==> config.mk <==
export PLATFORM = sky130hd
export DESIGN_NAME = gtc_regs
export DESIGN_NICKNAME = d
export VERILOG_FILES = /design/src/gtc_pkg.sv /design/src/gtc_regs.sv /design/src/gtc_mode_decode.sv
export SDC_FILE = /design/constraint.sdc
export NUM_CORES = 1
export LEC_CHECK = 0
export ABC_AREA = 0
export BUFFER_PORTS_ARGS = -buffer_cell sky130_fd_sc_hd__buf_2
export CAP_MARGIN = 30
export CELL_PAD_IN_SITES_DETAIL_PLACEMENT = 1
export CELL_PAD_IN_SITES_GLOBAL_PLACEMENT = 2
export CORE_MARGIN = 3
export CORE_UTILIZATION = 32
export CTS_BUF_LIST = sky130_fd_sc_hd__clkbuf_4
export CTS_CLUSTER_DIAMETER = 80
export DETAILED_ROUTE_END_ITERATION = 6
export GPL_TIMING_DRIVEN = 1
export PLACE_DENSITY_LB_ADDON = 0.1
export SYNTH_ARGS = -nofsm -noshare
export SYNTH_HDL_FRONTEND = slang
export SYNTH_SLANG_ARGS = --single-unit
==> constraint.sdc <==
create_clock -name i_clock -period 2.46 [get_ports i_clock]
set_clock_uncertainty 0.1 [all_clocks]
set_input_delay 0.369 -clock i_clock [delete_from_list [all_inputs] [get_ports i_clock]]
set_output_delay 0.369 -clock i_clock [all_outputs]
set_load 0.005 [all_outputs]
==> src/gtc_pkg.sv <==
// package for the timer configuration, mode and control register block
package gtc_pkg;

	// ----------------------------------------------------------------
	// register map
	// ----------------------------------------------------------------
	localparam logic [11:0] GTC_OFS_CFG = 12'h000;
	localparam logic [11:0] GTC_OFS_AMODE = 12'h004;
	localparam logic [11:0] GTC_OFS_BMODE = 12'h008;
	localparam logic [11:0] GTC_OFS_CTL = 12'h00C;
	localparam logic [31:0] GTC_RESET_VAL = 32'h00000000;
	localparam logic [31:0] GTC_UNMAPPED_RD = 32'h00000000;

	// field layout
	localparam int GTC_CFG_W = 3;
	localparam int GTC_MODE_W = 4;
	localparam int GTC_CTL_W = 15;
	localparam logic [2:0] GTC_CFG_SINGLE = 3'h0;
	localparam logic [2:0] GTC_CFG_RTC = 3'h1;
	localparam int GTC_CFG_SPLIT_BIT = 2;
	localparam logic [1:0] GTC_MODE_ONESHOT = 2'h1;
	localparam logic [1:0] GTC_MODE_PERIODIC = 2'h2;
	localparam logic [1:0] GTC_MODE_CAPTURE = 2'h3;
	localparam int GTC_MODE_CAPT_BIT = 2;
	localparam int GTC_MODE_ALT_BIT = 3;
	localparam int GTC_B_SHIFT = 8;
	localparam int GTC_CTL_EN = 0;
	localparam int GTC_CTL_STALL = 1;
	localparam int GTC_CTL_EVT = 2;
	localparam int GTC_CTL_RTC = 4;
	localparam int GTC_CTL_OTE = 5;
	localparam int GTC_CTL_PWMI = 6;
	// writable control bits; 7 and 12 stay zero
	localparam logic [14:0] GTC_CTL_WMASK = 15'h6F7F;
	localparam logic [1:0] GTC_EVT_RISE = 2'h0;
	localparam logic [1:0] GTC_EVT_FALL = 2'h1;
	localparam logic [1:0] GTC_EVT_BOTH = 2'h3;

	// ----------------------------------------------------------------
	// types
	// ----------------------------------------------------------------
	typedef enum logic [1:0] {
		GTC_ARR_SINGLE = 2'h0,
		GTC_ARR_RTC = 2'h1,
		GTC_ARR_SPLIT = 2'h3,
		GTC_ARR_RSVD = 2'h2
	} gtc_arr_t;

	typedef enum logic [2:0] {
		GTC_OP_OFF = 3'h0,
		GTC_OP_ONESHOT = 3'h1,
		GTC_OP_PERIODIC = 3'h3,
		GTC_OP_EDGE_CNT = 3'h2,
		GTC_OP_EDGE_TIME = 3'h6,
		GTC_OP_PWM = 3'h7,
		GTC_OP_RSVD = 3'h5
	} gtc_op_t;

	// decoded controls of one timer half
	typedef struct packed {
		gtc_op_t op;
		logic enable;
		logic stall_en;
		logic rise_en;
		logic fall_en;
		logic trig_en;
		logic pwm_inv;
	} gtc_timer_t;

	// avalon-mm slave side
	typedef struct packed {
		logic read;
		logic write;
		logic [11:0] address;
		logic [31:0] writedata;
	} gtc_bus_req_t;

	typedef struct packed {
		logic [31:0] readdata;
		logic waitrequest;
	} gtc_bus_rsp_t;

endpackage

==> src/gtc_regs.sv <==
// timer configuration, mode and control registers with avalon-mm slave
// Function
// - config field 2:0 value 0 selects one 32-bit timer.
// - config value 1 selects one 32-bit real-time-clock counter.
// - config values 4 to 7 split into two 16-bit timers.
// - mode field decodes 1 one-shot, 2 periodic, 3 capture; 0 reserved.
// - mode bit 2 picks edge count (0) or edge time (1).
// - mode bit 3 picks capture (0) or PWM (1).
// - in 32-bit arrangement only the timer A mode register counts.
// - in 16-bit arrangement each mode register governs its own timer.
// - control bits 0 and 8 enable timer A and B.
// - control bits 1 and 9 permit stalling of timer A and B.
// - event fields 3:2 and 11:10 select rising, falling or both edges.
// - control bit 4 lets the real-time-clock counter count.
// - control bits 5 and 13 enable the trigger outputs.
// - control bits 6 and 14 invert the PWM outputs.
// - reserved bits read zero; control bits 7 and 12 read zero.
//
// The Avalon-MM register port is this design's own decision.
`timescale 1ns/1ps
module gtc_regs (
	input wire logic i_clock,
	input wire logic i_rst_n,
	input wire gtc_pkg::gtc_bus_req_t i_bus,
	output gtc_pkg::gtc_bus_rsp_t o_bus,
	output gtc_pkg::gtc_arr_t o_arrangement,
	output gtc_pkg::gtc_timer_t o_timer_a,
	output gtc_pkg::gtc_timer_t o_timer_b,
	output logic o_rtc_count_en
);
	import gtc_pkg::*;

	// ----------------------------------------------------------------
	// state
	// ----------------------------------------------------------------
	typedef struct packed {
		logic [GTC_CFG_W-1:0] cfg;
		logic [GTC_MODE_W-1:0] amode;
		logic [GTC_MODE_W-1:0] bmode;
		logic [GTC_CTL_W-1:0] ctl;
		logic ack;
		logic [31:0] rdata;
		gtc_arr_t arr;
		gtc_timer_t ta;
		gtc_timer_t tb;
		logic rtc_en;
	} gtc_state_t;

	gtc_state_t state_q;
	gtc_state_t state_d;
	gtc_timer_t dec_a;
	gtc_timer_t dec_b;
	gtc_arr_t arr_next;
	logic [GTC_MODE_W-1:0] b_src;
	logic split;

	function automatic gtc_arr_t arr_of(input logic [GTC_CFG_W-1:0] cfg);
		if (cfg[GTC_CFG_SPLIT_BIT]) begin
			arr_of = GTC_ARR_SPLIT;
		end else if (cfg == GTC_CFG_SINGLE) begin
			arr_of = GTC_ARR_SINGLE;
		end else if (cfg == GTC_CFG_RTC) begin
			arr_of = GTC_ARR_RTC;
		end else begin
			arr_of = GTC_ARR_RSVD;
		end
	endfunction

	// ----------------------------------------------------------------
	// decode of the register contents
	// ----------------------------------------------------------------
	assign arr_next = arr_of(state_d.cfg);
	assign split = (arr_next == GTC_ARR_SPLIT);
	// timer B mode only matters when split
	assign b_src = split ? state_d.bmode : state_d.amode;

	gtc_mode_decode u_dec_a (
		.i_mode(state_d.amode),
		.i_ctl(state_d.ctl[6:0]),
		.i_active(1'b1),
		.o_timer(dec_a)
	);

	gtc_mode_decode u_dec_b (
		.i_mode(b_src),
		.i_ctl(state_d.ctl[GTC_B_SHIFT+:7]),
		.i_active(split),
		.o_timer(dec_b)
	);

	// ----------------------------------------------------------------
	// bus slave and next state
	// ----------------------------------------------------------------
	always_comb begin
		state_d = state_q;
		state_d.ack = 1'b0;
		if ((i_bus.read || i_bus.write) && !state_q.ack) begin
			state_d.ack = 1'b1;
			if (i_bus.read) begin
				unique case (i_bus.address)
					GTC_OFS_CFG: state_d.rdata = {29'h0, state_q.cfg};
					GTC_OFS_AMODE: state_d.rdata = {28'h0, state_q.amode};
					GTC_OFS_BMODE: state_d.rdata = {28'h0, state_q.bmode};
					GTC_OFS_CTL: state_d.rdata = {17'h0, state_q.ctl};
					default: state_d.rdata = GTC_UNMAPPED_RD;
				endcase
			end
		end
		// write lands only at the edge that sees waitrequest low
		if (i_bus.write && state_q.ack) begin
			unique case (i_bus.address)
				GTC_OFS_CFG: state_d.cfg = i_bus.writedata[GTC_CFG_W-1:0];
				GTC_OFS_AMODE: state_d.amode = i_bus.writedata[GTC_MODE_W-1:0];
				GTC_OFS_BMODE: state_d.bmode = i_bus.writedata[GTC_MODE_W-1:0];
				GTC_OFS_CTL: state_d.ctl =
					i_bus.writedata[GTC_CTL_W-1:0] & GTC_CTL_WMASK;
				default: state_d.cfg = state_q.cfg;
			endcase
		end
		state_d.arr = arr_next;
		state_d.ta = dec_a;
		state_d.tb = dec_b;
		state_d.rtc_en = state_d.ctl[GTC_CTL_RTC];
	end

	always_ff @(posedge i_clock or negedge i_rst_n) begin
		if (!i_rst_n) begin
			state_q <= '0;
		end else begin
			state_q <= state_d;
		end
	end

	// ----------------------------------------------------------------
	// outputs
	// ----------------------------------------------------------------
	assign o_bus.waitrequest = !state_q.ack;
	assign o_bus.readdata = state_q.rdata;
	assign o_arrangement = state_q.arr;
	assign o_timer_a = state_q.ta;
	assign o_timer_b = state_q.tb;
	assign o_rtc_count_en = state_q.rtc_en;
endmodule

==> src/gtc_mode_decode.sv <==
// decode of one timer half from mode and control fields
`timescale 1ns/1ps
module gtc_mode_decode (
	input wire logic [gtc_pkg::GTC_MODE_W-1:0] i_mode,
	input wire logic [6:0] i_ctl,
	input wire logic i_active,
	output gtc_pkg::gtc_timer_t o_timer
);
	import gtc_pkg::*;

	always_comb begin
		o_timer = '0;
		if (i_active) begin
			unique case (i_mode[1:0])
				GTC_MODE_ONESHOT: o_timer.op = GTC_OP_ONESHOT;
				GTC_MODE_PERIODIC: o_timer.op = GTC_OP_PERIODIC;
				GTC_MODE_CAPTURE: begin
					if (i_mode[GTC_MODE_ALT_BIT]) begin
						o_timer.op = GTC_OP_PWM;
					end else if (i_mode[GTC_MODE_CAPT_BIT]) begin
						o_timer.op = GTC_OP_EDGE_TIME;
					end else begin
						o_timer.op = GTC_OP_EDGE_CNT;
					end
				end
				default: o_timer.op = GTC_OP_RSVD;
			endcase
			o_timer.enable = i_ctl[GTC_CTL_EN];
			o_timer.stall_en = i_ctl[GTC_CTL_STALL];
			// code 10 left undefined: neither edge armed
			o_timer.rise_en = (i_ctl[GTC_CTL_EVT+:2] == GTC_EVT_RISE) ||
				(i_ctl[GTC_CTL_EVT+:2] == GTC_EVT_BOTH);
			o_timer.fall_en = (i_ctl[GTC_CTL_EVT+:2] == GTC_EVT_FALL) ||
				(i_ctl[GTC_CTL_EVT+:2] == GTC_EVT_BOTH);
			o_timer.trig_en = i_ctl[GTC_CTL_OTE];
			o_timer.pwm_inv = i_ctl[GTC_CTL_PWMI];
		end
	end

endmodule

==> results of run 1 <==
[kinds of logic after synthesis]
logic type / Yosys count
compound gates: 24
fa+ha+maj: 4
buf+inv: 66
flops: 54
mux: 31
other cells: 1
simple gates: 46
[stage by stage]
stage | area [um2] | setup WS (ns) | std cells | utilization | power, W
4_1_cts | 3010 | 0.359 | 376 | 0.364 | 0.00144
2_1_floorplan | 2810 | 0.106 | 244 | - | 0.000973
3_5_place_dp | 2940 | 0.171 | 367 | 0.356 | 0.00102
6_report | 3010 | 0.361 | 376 | 0.364 | 0.00140
5_1_grt | 3010 | 0.260 | 376 | 0.364 | 0.00147
3_3_place_gp | 2940 | 0.182 | 367 | 0.356 | 0.00102
[tightest hold or removal path: cells and delay by family]
kind,cells,cell delay (ns)
buffers and inverters,1,0.08
AND/OR/NAND/NOR,2,0.10
[flip-flops by register name, summed over array words and instances, names as in the netlist]
signal and cells:
o_timer_a 5, state_q 25, o_timer_b 9, o_bus 13
o_arrangement 2
[synthesized netlist by cell type (4+ instances only)]
library cell	instances	share of area
nand2_1	10	0.014
ha_1	4	0.018
inv_1	7	0.0096
nand4_1	4	0.0091
buf_2	4	0.0073
nor2b_1	4	0.0091
dfrtp_1	54	0.49
a22o_1	9	0.029
mux2i_1	4	0.015
nor2_1	9	0.012
mux2_2	24	0.099
o21ai_0	8	0.015
buf_4	52	0.14
[power groups by stage]
| stage | logic, W | clock network [W] | registers, W |
|---|---|---|---|
| 4_1_cts | 0.000113 | 0.000430 | 0.000895 |
| 3_5_place_dp | 0.000111 | 0 | 0.000911 |
| 6_report | 0.000108 | 0.000398 | 0.000894 |
| 3_3_place_gp | 0.000109 | 0 | 0.000911 |
| 2_1_floorplan | 0.0000626 | 0 | 0.000910 |
| 5_1_grt | 0.000124 | 0.000454 | 0.000896 |
[final timing paths]
kind / slack [ns] / from / endpoint / cells after the start
max: 0.36 / state_q[53]$_DFF_PN0_ / o_timer_b[3]$_DFF_PN0_ / 6
min: 0.11 / i_bus[45] / state_q[53]$_DFF_PN0_ / 3
max reg2reg: 0.36 / state_q[53]$_DFF_PN0_ / o_timer_b[3]$_DFF_PN0_ / 6
min reg2reg: 0.40 / o_bus[3]$_DFFE_PN0P_ / o_bus[3]$_DFFE_PN0P_ / 2
max in group asynchronous: 1.31 / i_rst_n / o_timer_a[3]$_DFF_PN0_ / 3
min in group asynchronous: 0.33 / i_rst_n / o_bus[15]$_DFFE_PN0P_ / 2
[cell usage in the layout, fill, tap and decap left out, types with 2 or more instances in the layout]
cell      netlist  layout
inv_1           7       7
conb_1          1      19
nand2b_1        3       3
buf_2           4      63
a21oi_1         2       2
nor2_1          9       9
mux2i_1         4       4
ha_1            4       4
dfrtp_1        54      54
o21ai_0         8       8
mux4_2          3       3
nand3b_1        3       3
mux2_2         24      24
buf_4          52      13
o211ai_1        2       2
nor2b_1         4       4
nand4_1         4       4
nand2_1        10      10
a22o_1          9       9
nor4_4          3       3
clkbuf_4        0       6
[timing repair]
item | 4_1_cts | 5_1_grt
gates resized for setup | 0 | 0
endpoints found under the setup margin | 0 | 0
endpoints found under the hold margin | 17 | 0
hold buffers | 1 | 0
[per-layer routing]
metal / vias to the layer above / part of all wire / track usage
met2: 53 / 0.47 / 0.197
met4: 0 / 0.0099 / 0.0410
met5: - / 0 / 0
met1: 846 / 0.47 / 0.162
met3: 4 / 0.054 / 0.0290
li1: 797 / - / -
[layout make-up]
| type | instances | area share |
|---|---|---|
| Clock inverter | 2 | 0.00291 |
| Inverter | 7 | 0.00874 |
| Multi-Input combinational cell | 124 | 0.333 |
| Sequential cell | 54 | 0.449 |
| Clock buffer | 6 | 0.0150 |
| Timing Repair Buffer | 78 | 0.147 |
| Tap cell | 105 | 0.0437 |
==> summary.txt, run 1 <==
Status
  – Run status: finished, final reports clean

Yosys
  – Largest family of logic cells by synthesized area: buffers and inverters
  – Synth warn: 0
  – Register area share after synthesis: 0.493
  – Gate Count Post-Synth: 226
  – FFs w/ async S/R, synth: 1.00
  – Register bit total from synthesis: 54
  – Compound-Gate Fraction of Synth Area: 0.0667
  – Top FF cell, synth: dfrtp_1
  – Synthesized area: 0.00274 mm2
  – Simple-gate share of the synthesized area: 0.116
  – Post-synth EDFFs: 0
  – XOR/XNOR Fraction of Synth Area: 0
  – Unique cell type count in the Yosys netlist: 35
  – Adder-cell share of the synthesized area: 0.0183
  – Syn Area/Cell: between 10 and 15 um2
  – Mux share of post-synthesis cell area: 0.138

Floorplan
  – Die H: slightly below 100 um
  – Die Area: 0.00971 mm2
  – Die X: about 100 um
  – I/O pin count: about 100
  – Starting density of the core: 0.332
  – Core Area: approximately 0.0083 mm2
  – Site row count: 33

Power
  – Sw power: 0.000352 W
  – Leak: ~1.6 nW
  – Sequential share of power: 0.639
  – Power Internal: around 0.0010 W
  – Clock power share: 0.284
  – Switch share: 0.251
  – Comb pwr share: 0.077
  – Power Density: 466 mW/mm2
  – VDD IR-drop max: roughly 0.16 mV

GRT
  – Vias in the first global route: between 1,500 and 2,000
  – Antenna violations before repair: 0
  – Gr usage total: 0.122
  – Largest net degree at the start of global routing: 20
  – Overflow after GRT: 0
  – First-pass GRT wire length: 9410 um

CTS
  – CTS Sinks: 54
  – CTS tree: built
  – H-tree levels: 2
  – Post-CTS setup buffer count: 0
  – CTS Buffer Depth: 2
  – Clock root buffer master: clkbuf_4
  – Reg clk slew, reported paths: between 0.15 and 0.2 ns
  – Clock Latency Late Sink: roughly 0.38 ns
  – Clock buffer count from CTS: 5

Place
  – I/O Buffers: 63
  – Final HPWL DP: 4350 um
  – GP Congestion: around 0.70

Layout
  – Nets@finish: roughly 320
  – # diodes: 0
  – Share of layout cells above drive strength 1: 0.450
  – Register area: between 0.001 and 0.0015 mm2
  – Area of the multi-input gates: around 0.001 mm2
  – Layout area overhead: 9.73%
  – Fillers: 941

Worst setup path
  – CP Max Fanout: 8
  – Arrival @ worst endpoint: between 2 and 2.5 ns
  – Worst setup SP type: flop
  – Critical path capture point type: flop
  – CP required: between 2 and 3 ns
  – Crit-path max cell delay: ~0.45 ns
  – CP delay by family, top: simple AND/OR/NAND/NOR gates
  – Worst setup path class: flop to flop
  – Bufs and invs on worst path: 1
  – Worst path cell trace: and4_1 -> and4_2 -> buf_12 -> mux2_2 -> ha_1 -> nor2_1
  – CP max-delay cell: dfrtp_1

STA
  – Hold Violations, Final: 0
  – Tmin final: roughly 2.1 ns
  – Worst hold slack: roughly 0.11 ns
  – RSZ-0062 raised after global routing: false
  – Max Fclk: approximately 480 MHz
  – Final setup viols: 0
  – Tcrit/Tclk final: 0.853
  – Pins Over Slew Limit: 0
  – Final setup TNS: 0 ns

Route
  – Detail Route Antenna Nets: 0
  – WL final: 5730 um
  – Initial DRC Count: 36
  – # DRC: 0
  – Avg WL per Cell: 15.2 um
  – DR vias: roughly 1,700
  – Via/cell ratio: around 4.5
  – First drt pass iteration count: 3

Worst hold path
  – Min-Delay Path Class: input port to flop

Flow run
  – Max-cap violations: 0
Power figures use the tool's default switching activity.
==> run 2: changes to the inputs <==
--- a/config.mk
+++ b/config.mk
@@ -16,7 +16,7 @@
 export CTS_CLUSTER_DIAMETER = 80
 export DETAILED_ROUTE_END_ITERATION = 6
 export GPL_TIMING_DRIVEN = 1
-export PLACE_DENSITY_LB_ADDON = 0.1
+export PLACE_DENSITY_LB_ADDON = 0.05
 export SYNTH_ARGS = -nofsm -noshare
 export SYNTH_HDL_FRONTEND = slang
 export SYNTH_SLANG_ARGS = --single-unit
==> summary.txt, run 2 (same netlist as run 1, synthesis figures left out) <==
STA
  – Slew headroom: 0.597
  – Fin worst setup slack: 0.378 ns
  – Hold Violations, Final: 0
  – Tcrit/Tclk final: 0.846
  – RSZ-0062 raised after global routing: false
  – Pins Over Slew Limit: 0
  – Tmin final: between 2 and 2.5 ns
  – Max Fclk: between 400 and 500 MHz
  – Worst hold slack: around 0.12 ns
  – Final setup viols: 0
  – Worst slew pin tran: ~0.60 ns
  – Final setup TNS: 0 ns

CTS
  – CTS tree: built
  – Post-CTS setup buffer count: 0
  – H-tree levels: 2
  – Post-cts hold buffer count: 1
  – Post-CTS sizing: 0
  – Reg clk slew, reported paths: 0.15 ns
  – Clock root buffer master: clkbuf_4
  – CTS Sinks: 54
  – Clock buffer count from CTS: 5
  – Clock Latency Late Sink: 0.37 ns
  – CTS Buffer Depth: 2

Route
  – Avg WL per Cell: 15.1 um
  – Detail Route Antenna Nets: 0
  – WL met2: 2690 um
  – WL final: 5680 um
  – Metal3 WL: 284 um
  – # DRC: 0
  – Top Metal Used: met4
  – Initial DRC Count: 45
  – M1 wire length: about 2600 um
  – DR vias: roughly 1,700
  – First drt pass iteration count: 4
  – Via/cell ratio: 4.48

Worst setup path
  – CP max-delay cell: dfrtp_1
  – Arrival @ worst endpoint: 2.25 ns
  – Worst setup SP type: flop
  – Worst path cell trace: and4_1 -> and4_2 -> mux2_2 -> ha_1 -> or2_2
  – Worst setup path class: flop to flop
  – Crit-path max cell delay: around 0.45 ns
  – CP required: around 2.6 ns
  – Critical path capture point type: flop
  – CP Max Fanout: 6

GRT
  – Vias in the first global route: roughly 1,700
  – First-pass GRT wire length: just over 9000 um
  – Antenna violations before repair: 0
  – Overflow after GRT: 0
  – Gr usage total: 0.121
  – Largest net degree at the start of global routing: 32

Floorplan
  – Die Area: ~0.0097 mm2
  – Die X: between 90 and 100 um
  – I/O pin count: 102
  – Starting density of the core: 0.332
  – Die H: slightly below 100 um
  – Site row count: 33
  – Core Area: between 0.008 and 0.009 mm2

Power
  – VDD IR-drop max: roughly 0.18 mV
  – Comb pwr share: 0.078
  – Switch share: 0.247
  – Power Internal: around 0.0010 W
  – Power Density: 463 mW/mm2
  – Leak: 1.60 nW
  – Clock power share: 0.280
  – Sw power: 0.000345 W
  – Sequential share of power: 0.642
  – Final Power: 0.00139 W

Layout
  – Nets@finish: approximately 320
  – Layout area overhead: 9.91%
  – # diodes: 0
  – Reg with most FFs: state_q
  – Most frequent cells in the layout: buf_2, dfrtp_1, mux2_2
  – Area of the multi-input gates: roughly 0.001 mm2
  – Fillers: between 900 and 1,000
  – Register area: about 0.0014 mm2
  – Share of layout cells above drive strength 1: 0.448
  – Max FFs per register: 25
  – Post-route cell area: approximately 0.0030 mm2
  – Most common cell after layout, fill and taps aside: buf_2

Place
  – I/O Buffers: 63
  – Post-placement cell area: 0.00295 mm2
  – GP Congestion: approximately 0.70
  – Final HPWL DP: ~4300 um
  – Pre-CTS setup slack: 0.147 ns

Status
  – Run status: finished, final reports clean

Flow run
  – Max-cap violations: 0

Worst hold path
  – Min-Delay Path Class: input port to flop
## run 2: path summary, 6_finish.rpt
kind / startpoint / end / slack [ns] / depth (start not counted)
worst min register to register: o_bus[2]$_DFFE_PN0P_ / o_bus[2]$_DFFE_PN0P_ / 0.39 / 2
max in group asynchronous: i_rst_n / state_q[79]$_DFF_PN0_ / 1.25 / 3
worst min-delay path: i_bus[6] / state_q[60]$_DFFE_PN0P_ / 0.12 / 2
worst max-delay path: state_q[53]$_DFF_PN0_ / o_timer_a[2]$_DFF_PN0_ / 0.38 / 5
worst max register to register: state_q[53]$_DFF_PN0_ / o_timer_a[2]$_DFF_PN0_ / 0.38 / 5
min in group asynchronous: i_rst_n / o_bus[7]$_DFFE_PN0P_ / 0.43 / 2
## run 2: cell type report
class	instances	area share
sequential	54	0.449
multi-input combinational	124	0.332
timing repair buffer	77	0.149
tap	105	0.0436
clock buffer	6	0.0150
inverter	7	0.00872
clock inverter	2	0.00291
## run 2: critical path: cells and delay by family (launching register included)
family        cells  cell delay, ns
fa+ha+maj         1            0.19
flops             1            0.45
simple gates      3            0.86
mux               1            0.40
## run 2: power groups by stage
stage / Sequential [W] / Clock [W] / Combinational (W)
4_1_cts: 0.000895 / 0.000418 / 0.000114
2_1_floorplan: 0.000910 / 0 / 0.0000626
3_3_place_gp: 0.000911 / 0 / 0.000111
3_5_place_dp: 0.000911 / 0 / 0.000112
5_1_grt: 0.000896 / 0.000445 / 0.000125
6_report: 0.000895 / 0.000390 / 0.000109
## run 2: per-stage QoR
| stage | instances | utilization |
|---|---|---|
| after detailed placement | 366 | 0.357 |
| after floorplan | 244 | - |
| final | 375 | 0.365 |
| after global placement | 366 | 0.357 |
| after global routing | 375 | 0.365 |
| after CTS | 375 | 0.365 |
## run 2: routing by layer
| layer | GRT usage | up-vias |
|---|---|---|
| li1 | - | 796 |
| met1 | 0.164 | 826 |
| met2 | 0.193 | 52 |
| met3 | 0.0262 | 6 |
| met4 | 0.0378 | 0 |
| met5 | 0 | - |
